## config.mk

```make
export PLATFORM = sky130hd
export DESIGN_NAME = pab_altfn
export DESIGN_NICKNAME = d
export VERILOG_FILES = /design/src/common/pab_pkg.sv /design/src/pab_altfn.sv /design/src/pab_pin_cell.sv
export SDC_FILE = /design/constraint.sdc
export NUM_CORES = 1
export LEC_CHECK = 0
export ABC_CLOCK_PERIOD_IN_PS = 1050
export BUFFER_PORTS_ARGS = -buffer_cell sky130_fd_sc_hd__buf_2
export CAP_MARGIN = 20
export CORE_ASPECT_RATIO = 0.6
export CORE_MARGIN = 2
export CORE_UTILIZATION = 25
export DETAILED_ROUTE_END_ITERATION = 16
export PLACE_DENSITY = 0.63
export SLEW_MARGIN = 20
export SYNTH_ARGS = -nofsm -noshare
export SYNTH_HDL_FRONTEND = slang
export SYNTH_SLANG_ARGS = --single-unit
```

## constraint.sdc

```tcl
create_clock -name i_core_clk -period 1.05 [get_ports i_core_clk]
set_input_delay 0.1575 -clock i_core_clk [delete_from_list [all_inputs] [get_ports i_core_clk]]
set_output_delay 0.1575 -clock i_core_clk [all_outputs]
set_load 0.01 [all_outputs]
```

## src/common/pab_pkg.sv

```systemverilog
// constants shared by the port a/b alternate function override logic
package pab_pkg;

  // ==========================================================
  // port geometry
  localparam int PAB_PORT_W = 8;
  localparam int PAB_PIN_COUNT = 16;
  localparam int PAB_PB_BASE = 8;

  // ==========================================================
  // port b bit positions of the alternate functions
  localparam int PAB_SCK_BIT = 7;
  localparam int PAB_MISO_BIT = 6;
  localparam int PAB_MOSI_BIT = 5;
  localparam int PAB_SS_BIT = 4;
  localparam int PAB_T0A_BIT = 3;
  localparam int PAB_T3B_BIT = 7;
  localparam int PAB_T3A_BIT = 6;
  localparam int PAB_T0B_BIT = 4;
  localparam int PAB_CAPTURE_BIT = 5;

  // ==========================================================
  // values after reset and fixed patterns
  localparam logic [7:0] PAB_RST_BYTE = 8'h00;
  localparam logic [15:0] PAB_RST_WORD = 16'h0000;
  localparam logic [7:0] PAB_ZERO_BYTE = 8'h00;
  localparam logic [7:0] PAB_ONES_BYTE = 8'hff;
  // {direction, output, pull-up disable} that turns the pull-up on
  localparam logic [2:0] PAB_PULLUP_PATTERN = 3'h2;

endpackage

```

## src/pab_altfn.sv

```systemverilog
// port a/b alternate function override logic, registered pin controls
//
// How it works
// - port a pull-up, direction and value overrides are held at zero.
// - port a input override enable is mask&group0 or digital-disable bit.
// - port a inputs feed change sources 7:0; pads reach converter inputs.
// - serial slave forces port b bit 7 clock pin to input.
// - serial master leaves bit 7 direction to its direction bit.
// - forced-input serial pins keep pull-up under their output bit.
// - bit 6 forced input as master, direction bit rules as slave.
// - bit 5 forced input as slave, direction bit rules as master.
// - bit 4 forced input as slave, direction bit rules as master.
// - slave interface active while select pin reads low (pad and input enable).
// - timer 3 compare b/a drive bits 7/6 only when set output.
// - timer 0 compare b/a drive bits 4/3 only when set output.
// - pwm waveform uses the same pin as the compare output.
// - port b bit 5 input also feeds timer 3 capture trigger.
// - port b pins 7:0 feed pin change sources 15:8.
// - no pull-up override: pull-up on only for pattern 0b010.
// - direction override enable hands driver to override value.
// - input override enable hands input enable to override value.
`timescale 1ns/100ps
module pab_altfn
  import pab_pkg::*;
(
  input wire logic i_core_clk,
  input wire logic i_sys_rst,
  input wire logic i_global_pullup_disable,
  input wire logic i_sleep,
  input wire logic [7:0] i_pa_dir_bits,
  input wire logic [7:0] i_pa_out_bits,
  input wire logic [7:0] i_pa_pad,
  input wire logic [7:0] i_pin_change_mask_porta,
  input wire logic i_pin_change_group0_en,
  input wire logic [7:0] i_analog_input_digital_disable,
  input wire logic [7:0] i_portb_dir_bit,
  input wire logic [7:0] i_portb_out_bit,
  input wire logic [7:0] i_pb_pad,
  input wire logic [7:0] i_pin_change_mask_pb_hi,
  input wire logic i_pin_change_group1_en,
  input wire logic i_serial_iface_enable,
  input wire logic i_serial_master_select,
  input wire logic i_spi_sck_out,
  input wire logic i_spi_slave_out,
  input wire logic i_spi_master_out,
  input wire logic i_timer3_compare_b_en,
  input wire logic i_timer3_compare_b_out,
  input wire logic i_timer3_compare_a_en,
  input wire logic i_timer3_compare_a_out,
  input wire logic i_timer0_compare_b_en,
  input wire logic i_timer0_compare_b_out,
  input wire logic i_timer0_compare_a_en,
  input wire logic i_timer0_compare_a_out,
  output logic [7:0] o_pa_drive_en,
  output logic [7:0] o_pa_drive_val,
  output logic [7:0] o_pa_pullup,
  output logic [7:0] o_pa_input_en,
  output logic [7:0] o_converter_channel_inputs,
  output logic [7:0] o_pb_drive_en,
  output logic [7:0] o_pb_drive_val,
  output logic [7:0] o_pb_pullup,
  output logic [7:0] o_pb_input_en,
  output logic [15:0] o_pin_change_src,
  output logic o_spi_sck_in,
  output logic o_spi_master_in,
  output logic o_spi_slave_in,
  output logic o_spi_select_in,
  output logic o_spi_slave_active,
  output logic o_timer3_capture_in
);

  // ==========================================================
  // registered state
  typedef struct packed {
    logic [7:0] pa_drive_en;
    logic [7:0] pa_drive_val;
    logic [7:0] pa_pullup;
    logic [7:0] pa_input_en;
    logic [7:0] adc_in;
    logic [7:0] pb_drive_en;
    logic [7:0] pb_drive_val;
    logic [7:0] pb_pullup;
    logic [7:0] pb_input_en;
    logic [15:0] pc_src;
    logic sck_in;
    logic master_in;
    logic slave_in;
    logic select_in;
    logic slave_active;
    logic capture_in;
  } pab_state_t;

  pab_state_t state_reg;
  pab_state_t state_next;

  // ==========================================================
  // override terms per pin
  logic spi_master;
  logic spi_slave;
  logic [7:0] pb_force_in;
  logic [7:0] pb_outval_override_enable;
  logic [7:0] pb_outval_override_value;
  logic [15:0] pullup_override_enable;
  logic [15:0] pullup_override_value;
  logic [15:0] direction_override_enable;
  logic [15:0] outval_override_enable;
  logic [15:0] outval_override_value;
  logic [15:0] input_en_override_enable;
  logic [15:0] input_en_override_value;
  logic [15:0] dir_all;
  logic [15:0] out_all;
  logic [15:0] pad_all;
  logic [15:0] pullup_w;
  logic [15:0] drive_en_w;
  logic [15:0] drive_val_w;
  logic [15:0] input_en_w;
  logic [15:0] din_w;

  // both roles need the interface enabled, else pins stay plain gpio
  assign spi_master = i_serial_iface_enable & i_serial_master_select;
  assign spi_slave = i_serial_iface_enable & ~i_serial_master_select;

  // which serial pins are forced to input in the current role
  always_comb
  begin
    pb_force_in = PAB_ZERO_BYTE;
    pb_force_in[PAB_SCK_BIT] = spi_slave;
    pb_force_in[PAB_MISO_BIT] = spi_master;
    pb_force_in[PAB_MOSI_BIT] = spi_slave;
    pb_force_in[PAB_SS_BIT] = spi_slave;
  end

  // port value overrides; serial outputs take priority over timers.
  // timer outputs never touch direction, so they only show when the
  // direction bit is one; pwm and compare share the same value input
  always_comb
  begin
    pb_outval_override_enable = PAB_ZERO_BYTE;
    pb_outval_override_value = PAB_ZERO_BYTE;
    pb_outval_override_enable[PAB_T3B_BIT] = spi_master | i_timer3_compare_b_en;
    pb_outval_override_value[PAB_T3B_BIT] = spi_master ? i_spi_sck_out :
                           i_timer3_compare_b_out;
    pb_outval_override_enable[PAB_T3A_BIT] = spi_slave | i_timer3_compare_a_en;
    pb_outval_override_value[PAB_T3A_BIT] = spi_slave ? i_spi_slave_out :
                           i_timer3_compare_a_out;
    pb_outval_override_enable[PAB_MOSI_BIT] = spi_master;
    pb_outval_override_value[PAB_MOSI_BIT] = i_spi_master_out;
    pb_outval_override_enable[PAB_T0B_BIT] = i_timer0_compare_b_en;
    pb_outval_override_value[PAB_T0B_BIT] = i_timer0_compare_b_out;
    pb_outval_override_enable[PAB_T0A_BIT] = i_timer0_compare_a_en;
    pb_outval_override_value[PAB_T0A_BIT] = i_timer0_compare_a_out;
  end

  // port a keeps all output-side overrides at zero
  assign pullup_override_enable = {pb_force_in, PAB_ZERO_BYTE};
  assign pullup_override_value = {i_portb_out_bit & ~{8{i_global_pullup_disable}},
                 PAB_ZERO_BYTE};
  assign direction_override_enable = {pb_force_in, PAB_ZERO_BYTE};
  assign outval_override_enable = {pb_outval_override_enable, PAB_ZERO_BYTE};
  assign outval_override_value = {pb_outval_override_value, PAB_ZERO_BYTE};
  assign input_en_override_enable = {i_pin_change_mask_pb_hi & {8{i_pin_change_group1_en}},
                  (i_pin_change_mask_porta & {8{i_pin_change_group0_en}})
                  | i_analog_input_digital_disable};
  assign input_en_override_value = {PAB_ONES_BYTE,
                  i_pin_change_mask_porta
                  & {8{i_pin_change_group0_en}}};
  assign dir_all = {i_portb_dir_bit, i_pa_dir_bits};
  assign out_all = {i_portb_out_bit, i_pa_out_bits};
  assign pad_all = {i_pb_pad, i_pa_pad};

  // ==========================================================
  // one cell per pin, port a at 7:0 and port b at 15:8
  for (genvar g = 0; g < PAB_PIN_COUNT; g++)
  begin : g_pin
    pab_pin_cell u_cell (
      .i_generic_dir_bit(dir_all[g]),
      .i_generic_out_bit(out_all[g]),
      .i_global_pullup_disable(i_global_pullup_disable),
      .i_sleep(i_sleep),
      .i_pad(pad_all[g]),
      .i_pullup_override_enable(pullup_override_enable[g]),
      .i_pullup_override_value(pullup_override_value[g]),
      .i_direction_override_enable(direction_override_enable[g]),
      .i_direction_override_value(1'b0),
      .i_outval_override_enable(outval_override_enable[g]),
      .i_outval_override_value(outval_override_value[g]),
      .i_input_en_override_enable(input_en_override_enable[g]),
      .i_input_en_override_value(input_en_override_value[g]),
      .o_pullup(pullup_w[g]),
      .o_drive_en(drive_en_w[g]),
      .o_drive_val(drive_val_w[g]),
      .o_input_en(input_en_w[g]),
      .o_alt_digital_in(din_w[g])
    );
  end

  // ==========================================================
  // next state: single output register stage, no further pipelining
  always_comb
  begin
    state_next = state_reg;
    state_next.pa_drive_en = drive_en_w[7:0];
    state_next.pa_drive_val = drive_val_w[7:0];
    state_next.pa_pullup = pullup_w[7:0];
    state_next.pa_input_en = input_en_w[7:0];
    // analog path is the raw pad, not gated by input enable
    state_next.adc_in = i_pa_pad;
    state_next.pb_drive_en = drive_en_w[15:8];
    state_next.pb_drive_val = drive_val_w[15:8];
    state_next.pb_pullup = pullup_w[15:8];
    state_next.pb_input_en = input_en_w[15:8];
    state_next.pc_src = din_w;
    state_next.sck_in = din_w[PAB_PB_BASE + PAB_SCK_BIT];
    state_next.master_in = din_w[PAB_PB_BASE + PAB_MISO_BIT];
    state_next.slave_in = din_w[PAB_PB_BASE + PAB_MOSI_BIT];
    state_next.select_in = din_w[PAB_PB_BASE + PAB_SS_BIT];
    state_next.slave_active = spi_slave
                              & ~din_w[PAB_PB_BASE + PAB_SS_BIT];
    state_next.capture_in = din_w[PAB_PB_BASE + PAB_CAPTURE_BIT];
  end

  // ==========================================================
  // state register
  always_ff @(posedge i_core_clk)
  begin
    if (i_sys_rst)
    begin
      state_reg <= '0;
    end
    else
    begin
      state_reg <= state_next;
    end
  end

  // ==========================================================
  // outputs straight from the state register
  assign o_pa_drive_en = state_reg.pa_drive_en;
  assign o_pa_drive_val = state_reg.pa_drive_val;
  assign o_pa_pullup = state_reg.pa_pullup;
  assign o_pa_input_en = state_reg.pa_input_en;
  assign o_converter_channel_inputs = state_reg.adc_in;
  assign o_pb_drive_en = state_reg.pb_drive_en;
  assign o_pb_drive_val = state_reg.pb_drive_val;
  assign o_pb_pullup = state_reg.pb_pullup;
  assign o_pb_input_en = state_reg.pb_input_en;
  assign o_pin_change_src = state_reg.pc_src;
  assign o_spi_sck_in = state_reg.sck_in;
  assign o_spi_master_in = state_reg.master_in;
  assign o_spi_slave_in = state_reg.slave_in;
  assign o_spi_select_in = state_reg.select_in;
  assign o_spi_slave_active = state_reg.slave_active;
  assign o_timer3_capture_in = state_reg.capture_in;

endmodule

```

## src/pab_pin_cell.sv

```systemverilog
// one pin's override resolution: pull-up, driver, value, input enable
`timescale 1ns/100ps
module pab_pin_cell
  import pab_pkg::*;
(
  input wire logic i_generic_dir_bit,
  input wire logic i_generic_out_bit,
  input wire logic i_global_pullup_disable,
  input wire logic i_sleep,
  input wire logic i_pad,
  input wire logic i_pullup_override_enable,
  input wire logic i_pullup_override_value,
  input wire logic i_direction_override_enable,
  input wire logic i_direction_override_value,
  input wire logic i_outval_override_enable,
  input wire logic i_outval_override_value,
  input wire logic i_input_en_override_enable,
  input wire logic i_input_en_override_value,
  output logic o_pullup,
  output logic o_drive_en,
  output logic o_drive_val,
  output logic o_input_en,
  output logic o_alt_digital_in
);

  // ==========================================================
  // override resolution, purely combinational
  always_comb
  begin
    if (i_pullup_override_enable)
      o_pullup = i_pullup_override_value;
    else
      o_pullup = ({i_generic_dir_bit, i_generic_out_bit,
                   i_global_pullup_disable} == PAB_PULLUP_PATTERN);
    // override value wins over the direction bit
    o_drive_en = i_direction_override_enable ?
                 i_direction_override_value : i_generic_dir_bit;
    o_drive_val = i_outval_override_enable ?
                  i_outval_override_value : i_generic_out_bit;
    // without override the input is cut off during sleep
    o_input_en = i_input_en_override_enable ?
                 i_input_en_override_value : ~i_sleep;
    o_alt_digital_in = i_pad & o_input_en;
  end

endmodule

```

# Word level (Yosys, flattened, before mapping)
# Index checks and enable logic that the tools add are counted.
# op_classes
n_addsub	0
n_mul	0
n_div	0
magnitude_cmp	0
n_eq_ne	16
shift	0
mux	27
bitwise_logic	29
n_reduce_logical	2
# op_table
cell	n
$eq A3 B2 Y1 const B	16
$mux W1	27
$and A8 B8 Y8	3
$and A1 B1 Y1	19
$not A8 Y8	1
$or A8 B8 Y8	1
$reduce_or A2 Y1	2
$not A1 Y1	3
$or A1 B1 Y1	2
# totals
register_bits	93
latchBits	0
mem_bits_rw	0
rom_bits	0
word_cells	91
memories	0

# Logic depth before layout (Yosys ltp)
# Gate-level depths: netlist of the first run.
# logic_depth
ltp_word	5
ltp_mapped	4

# Cells and area by module
# A second synthesis of the first run with hierarchy kept.
# unflattened
hier_cells	393
hier_area_um2	3733.6
# modules_own_cells
module	n_inst	cells_each	area_each_um2	seq_area_each_um2
pab_altfn	1	233	2692.6	1781.7
pab_pin_cell	16	10	65.1	0.0

# Worst setup path after synthesis of the first run
# Ideal clock, no wire load.
# synth_path
path_type	input -> register
from	input i_sys_rst
to	register state_reg, in the netlist o_pa_pullup[0]
setup_ns	0.072
arrival_time_ns	0.798
t_required_ns	0.978
path_slack_ns	0.180
cell_stages	4
path_buffers	2
cell_sequence	buf_6 > or2_4 > buf_6 > nor3b_2
# synth_lines
element	line	text
start: declaration	pab_altfn.sv:27	input wire logic i_sys_rst,
end signal: assignment	pab_altfn.sv:232	state_reg <= state_next;
end: declaration	pab_altfn.sv:93	pab_state_t state_reg;

==> results.md, run 1 <==
- Run status: finished, final reports clean
- Chip width: 139.6 um
- Adder-cell share of the synthesized area: 0%
- Dpl hpwl: 5732 um
- Hold violation count in the final report: 0
- # IOs: 185
- CP delay by family, top: flip-flops
- WS Path Type: reg2out
- Starting density of the core: 25.85%
- Maximum VDD drop: 668.3 uV
- P per Cell Area: 1763 mW/mm^2
- Post_cts resized: 0
- Xor/xnor share of the synthesized area: 0%
- Crit end category: output port
- WP buf/inv: 1
- Worst Slack Setup Final: 0.07915 ns
- Synthesis Warnings: 0
- Proportion of layout cells with a drive suffix above 1: 49.66%
- CP required: 0.89 ns
- Met1 usage: 15.31%
- Dpl cells: 546
- Vias/cell: 4.071
- CTS tree: done
- Setup violations, final: 0
- Post-synthesis mux area share: 1.452%
- Root buf cell: clkbuf_16
- Commonest non-fill, non-tap cells in the layout: 184 x buf_2, 89 x dfxtp_1, 31 x nor2b_1
- Static leakage: 2.112 nW
- Sequential area share after synthesis: 64.61%
- Startpoint class of the critical path: flop
- Largest family of logic cells by synthesized area: simple AND/OR/NAND/NOR gates
- Max-Cap Viols: 0
- Core ar.: 0.01067 mm^2
- Finished Layout Cells: 574
- Die area: 0.01191 mm^2
- RSZ-0062 raised after global routing: false
- Slowest stage delay, CP: 0.34 ns
- Final min period: 0.9709 ns
- Post-synthesis simple-gate area fraction: 19.56%
- Fmax achieved: 1.030 GHz
- Met2 usage: 20.10%
- CTS max path bufs: 2
- Filler cells: 1083
- Vias: 2337
- Synth Area in Compound Gates: 8.666%
- Most used routing layer: met2
- Drt total wl: 7616 um
- Average cell area after synthesis: 11.59 um^2
- Number of diodes: 0
- Die height: 85.36 um
- Slowest CP cell: dfxtp_1
- Slew HR: 73.02%
- Core Rows: 29
- Worst-margin pin slew: 0.4011 ns
- DRC Markers: 0
- Worst hold-check path type: in2reg
- Number of global-route vias before repair: 2402
- Num CTS Buffers: 9
- Initial antenna violation count: 0
- Final net count: 521
- Tot GR Track Use: 12.57%
- Final setup TNS: 0 ns
- Mapped Area: 0.002758 mm^2
- CTS sink count: 89
- Drt first pass iters: 4
- First-pass GRT wire length: 11810 um
- Area added between synthesis and finish: 52.04%
- H-tree depth: 3
- Mapped Nets: 329
- CP Cell Sequence: buf_2
- Worst EP arrival: 0.81 ns
- Final worst path period share: 92.46%
- Seq cells post-synth: 89
- Number of nets with antenna violations after routing: 0
- Pins Over Slew Limit: 0
- Grt ovf: 0
- GRT met3 Usage: 5.756%
- DR iter-0 viols: 44
- Port Buf Inserts: 184
- Routed WL per cell: 13.27 um
- Most common cell after layout, fill and taps aside: buf_2
- Synth unique cells: 25
- Pin count of the biggest net entering global routing: 55
- Util after Layout: 39.30%
- Clock-pin slew on the worst setup and hold paths: 0.06 ns
- Post-Syn Instances: 238
- Pre-CTS WS: 0.02022 ns
- Routability-driven placement congestion ratio: 0.7961
- Largest fanout on the critical path: 3
[registers in the layout, indices dropped and copies added, names as in the netlist]
| name | flops |
|---|---|
| o_pb_drive_en | 8 |
| o_pb_input_en | 8 |
| o_pb_drive_val | 8 |
| o_converter_channel_inputs | 8 |
| o_pa_input_en | 8 |
| o_pa_drive_val | 8 |
| o_pb_pullup | 8 |
| o_spi_slave_active | 1 |
| o_pa_pullup | 8 |
| o_pa_drive_en | 8 |
| o_pin_change_src | 16 |
[power by group]
part,switching [mW],leakage [nW],internal [mW]
logic,0.414,1.24,0.408
registers,0.0433,0.737,3.55
clock network,1.31,0.135,1.67
total,1.77,2.11,5.63
[area by class of cell]
class                      count  area (um^2)  area share, %
timing repair buffer         199         1089          25.96
multi-input combinational    118        818.3          19.52
inverter                      13        48.80          1.164
tap                          139        173.9          4.148
clock inverter                 6        42.54          1.015
clock buffer                  10        239.0          5.700
sequential                    89         1782          42.49
[path summary, 6_finish.rpt]
kind | startpoint | to | slack [ns] | depth (start not counted)
worst max-delay path | o_pin_change_src[13]$_SDFF_PP0_ | o_spi_slave_in | 0.08 | 1
worst min-delay path | i_pa_dir_bits[4] | o_pa_pullup[4]$_SDFF_PP0_ | 0.02 | 2
[stage by stage]
stage          hold slack (ns)  instance area, um^2  power, mW
6_report               0.01667                 4193      7.393
5_1_grt               0.004538                 4193      7.742
4_1_cts              0.0009247                 4193      7.521
3_5_place_dp            0.3412                 3791      4.461
3_3_place_gp            0.3373                 3791      4.448
2_1_floorplan           0.2270                 2758      4.031
[cell usage after synthesis (all sizes together)]
cell | instances | area [um^2]
a21boi | 1 | 7.510
nand2 | 8 | 30.03
and3 | 4 | 25.02
nor3b | 21 | 207.7
o2111a | 1 | 11.26
dfxtp | 89 | 1782
nand3 | 1 | 5.000
or2 | 1 | 8.760
and3b | 1 | 8.760
a21bo | 2 | 20.02
nor2b | 31 | 193.9
a21oi | 8 | 40.04
nor2 | 13 | 48.80
a2bb2oi | 8 | 70.07
inv | 13 | 48.80
nor3 | 1 | 5.000
buf | 12 | 85.08
nand2b | 1 | 6.260
clkbuf | 6 | 23.77
mux2i | 4 | 40.04
a211oi | 12 | 90.09
[per-layer routing]
layer	vias up	share of wire, %
met3	11	8.8
li1	1161	-
met2	103	44
met1	1062	45
met4	0	1.5
met5	-	0
[cells by family after synthesis]
kind of cell,after synthesis
flip-flops,89
buffers and inverters,31
AO/OA/AOI/OAI,32
multiplexers,4
AND/OR/NAND/NOR,82
[repair_timing]
action	CTS	global route
hold endpoints to repair	12	0
setup buffers	0	0
hold buffers	12	0
(Power assumes the default switching activity.)
==> inputs of run 2 (changes only) <==
--- a/config.mk
+++ b/config.mk
@@ -11,9 +11,10 @@
 export CORE_ASPECT_RATIO = 0.6
 export CORE_MARGIN = 2
 export CORE_UTILIZATION = 25
+export CTS_BUF_LIST = sky130_fd_sc_hd__clkbuf_4
 export DETAILED_ROUTE_END_ITERATION = 16
 export PLACE_DENSITY = 0.63
-export SLEW_MARGIN = 20
+export SLEW_MARGIN = 15
 export SYNTH_ARGS = -nofsm -noshare
 export SYNTH_HDL_FRONTEND = slang
 export SYNTH_SLANG_ARGS = --single-unit
==> results.md, run 2 (synthesis results as in run 1) <==
- Core Rows: 29
- H-tree depth: 3
- Maximum VDD drop: 620.3 uV
- Met1 usage: 16.37%
- P_int: 4.737 mW
- Setup violations, final: 23
- Slowest stage delay, CP: 0.37 ns
- CP required: 0.89 ns
- P per Cell Area: 1270 mW/mm^2
- Drt first pass iters: 4
- Number of setup buffers added after CTS: 0
- Sequential share of power: 56.5%
- Num CTS Buffers: 9
- Worst hold-check path type: in2reg
- WS Path Type: reg2out
- Final worst path period share: 103.1%
- Met2 usage: 26.52%
- Startpoint class of the critical path: flop
- NetSw: 1.709 mW
- Final min period: 1.082 ns
- Worst Slack Setup Final: -0.03232 ns
- Vias: 2629
- Grt ovf: 0
- Most common cell after layout, fill and taps aside: buf_2
- Pin count of the biggest net entering global routing: 55
- Initial antenna violation count: 1
- Proportion of layout cells with a drive suffix above 1: 54.93%
- Final setup TNS: -0.2108 ns
- Fmax achieved: 0.9239 GHz
- Max reg flops: 16
- Vias/cell: 4.127
- WP buf/inv: 1
- RSZ-0062 raised after global routing: true
- Hold path depth: 3
- Violated checks: setup timing
- Die height: 85.36 um
- Chip width: 139.6 um
- Largest fanout on the critical path: 3
- Routed WL per cell: 14.53 um
- Number of global-route vias before repair: 2837
- Starting density of the core: 25.85%
- Pre-CTS WS: 0.02022 ns
- Area added between synthesis and finish: 84.12%
- CTS tree: done
- Tot GR Track Use: 15.01%
- Number of nets with antenna violations after routing: 0
- Final net count: 583
- Clock-pin slew on the worst setup and hold paths: 0.14 ns
- CP Cell Sequence: buf_2
- Dpl hpwl: 5732 um
- Static leakage: 2.380 nW
- Most used routing layer: met2
- Switching share of power: 26.52%
- Commonest non-fill, non-tap cells in the layout: 128 x buf_2, 73 x dlygate4sd3_1, 56 x buf_6
- Worst Hold Path EP: o_pa_input_en[0]$_SDFF_PP0_
- Util after Layout: 47.60%
- First-pass GRT wire length: 13920 um
- # IOs: 185
- Combinational Power Share: 17.9%
- CTS max path bufs: 2
- Run status: complete, but fails checks
- CTS sink count: 89
- GRT met3 Usage: 5.982%
- Core ar.: 0.01067 mm^2
- Crit end category: output port
- Worst EP arrival: 0.92 ns
- Worst-margin pin slew: 0.2827 ns
- Hold violation count in the final report: 0
- Drt total wl: 9258 um
- Max-Cap Viols: 0
- Pins Over Slew Limit: 0
- Port Buf Inserts: 184
- CP delay by family, top: flip-flops
- Root buf cell: clkbuf_4
- Slowest CP cell: dfxtp_2
- Slew HR: 81.11%
- Routability-driven placement congestion ratio: 0.7961
- DRC Markers: 0
- Clock share of power: 25.6%
- Die area: 0.01191 mm^2
- DR iter-0 viols: 47
- Hold path start: i_analog_input_digital_disable[0]
run 2: how the worst max path moves through the flow:
stage	startpoint	end	slack [ns]	cells past startpoint
after global routing	o_pa_pullup[5]$_SDFF_PP0_	o_pa_pullup[5]	-0.11	1
after detailed placement	i_global_pullup_disable	o_pb_pullup[4]$_SDFF_PP0_	0.02	3
after global placement	i_sleep	o_spi_slave_active$_SDFF_PP0_	0.08	3
final	o_pin_change_src[13]$_SDFF_PP0_	o_spi_slave_in	-0.03	1
after CTS	o_pin_change_src[13]$_SDFF_PP0_	o_spi_slave_in	-0.09	1
after floorplan	i_sys_rst	o_pa_pullup[0]$_SDFF_PP0_	0.18	4
run 2: layout make-up:
cell class	count	area [um^2]
Sequential cell	89	1849
Multi-Input combinational cell	119	839.6
Antenna cell	1	2.502
Tap cell	139	173.9
Timing Repair Buffer	260	2049
Clock buffer	9	67.56
Fill cell	980	5590
Clock inverter	7	46.29
Inverter	13	48.80
run 2: through the flow:
stage	hold slack [ns]	std cells	area, um^2	power [mW]
after global routing	0.01400	637	5077	6.812
final	0.07695	637	5077	6.447
after detailed placement	0.3412	546	3791	4.461
after global placement	0.3373	546	3791	4.448
after CTS	0.005796	634	4803	6.435
after floorplan	0.2270	238	2758	4.031
run 2: timing repair:
action | CTS | global route
endpoints found under the hold margin | 86 | 1
cloned | 0 | 1
setup endpoints to repair | 94 | 98
hold buffers | 72 | 1
gates resized for setup | 47 | 70
pin swaps | 0 | 1
run 2: routing by layer:
| metal | vias up | share of wire [%] |
|---|---|---|
| met2 | 109 | 50 |
| met5 | - | 0 |
| met1 | 1210 | 40 |
| li1 | 1293 | - |
| met4 | 0 | 1.8 |
| met3 | 17 | 7.5 |
run 2: power groups by stage:
stage	clock, mW	sequential (mW)	combinational [mW]
detailed placement	0	3.67	0.795
global placement	0	3.66	0.783
global route	1.91	3.66	1.24
CTS	1.77	3.61	1.05
finish	1.65	3.64	1.15
floorplan	0	3.76	0.270
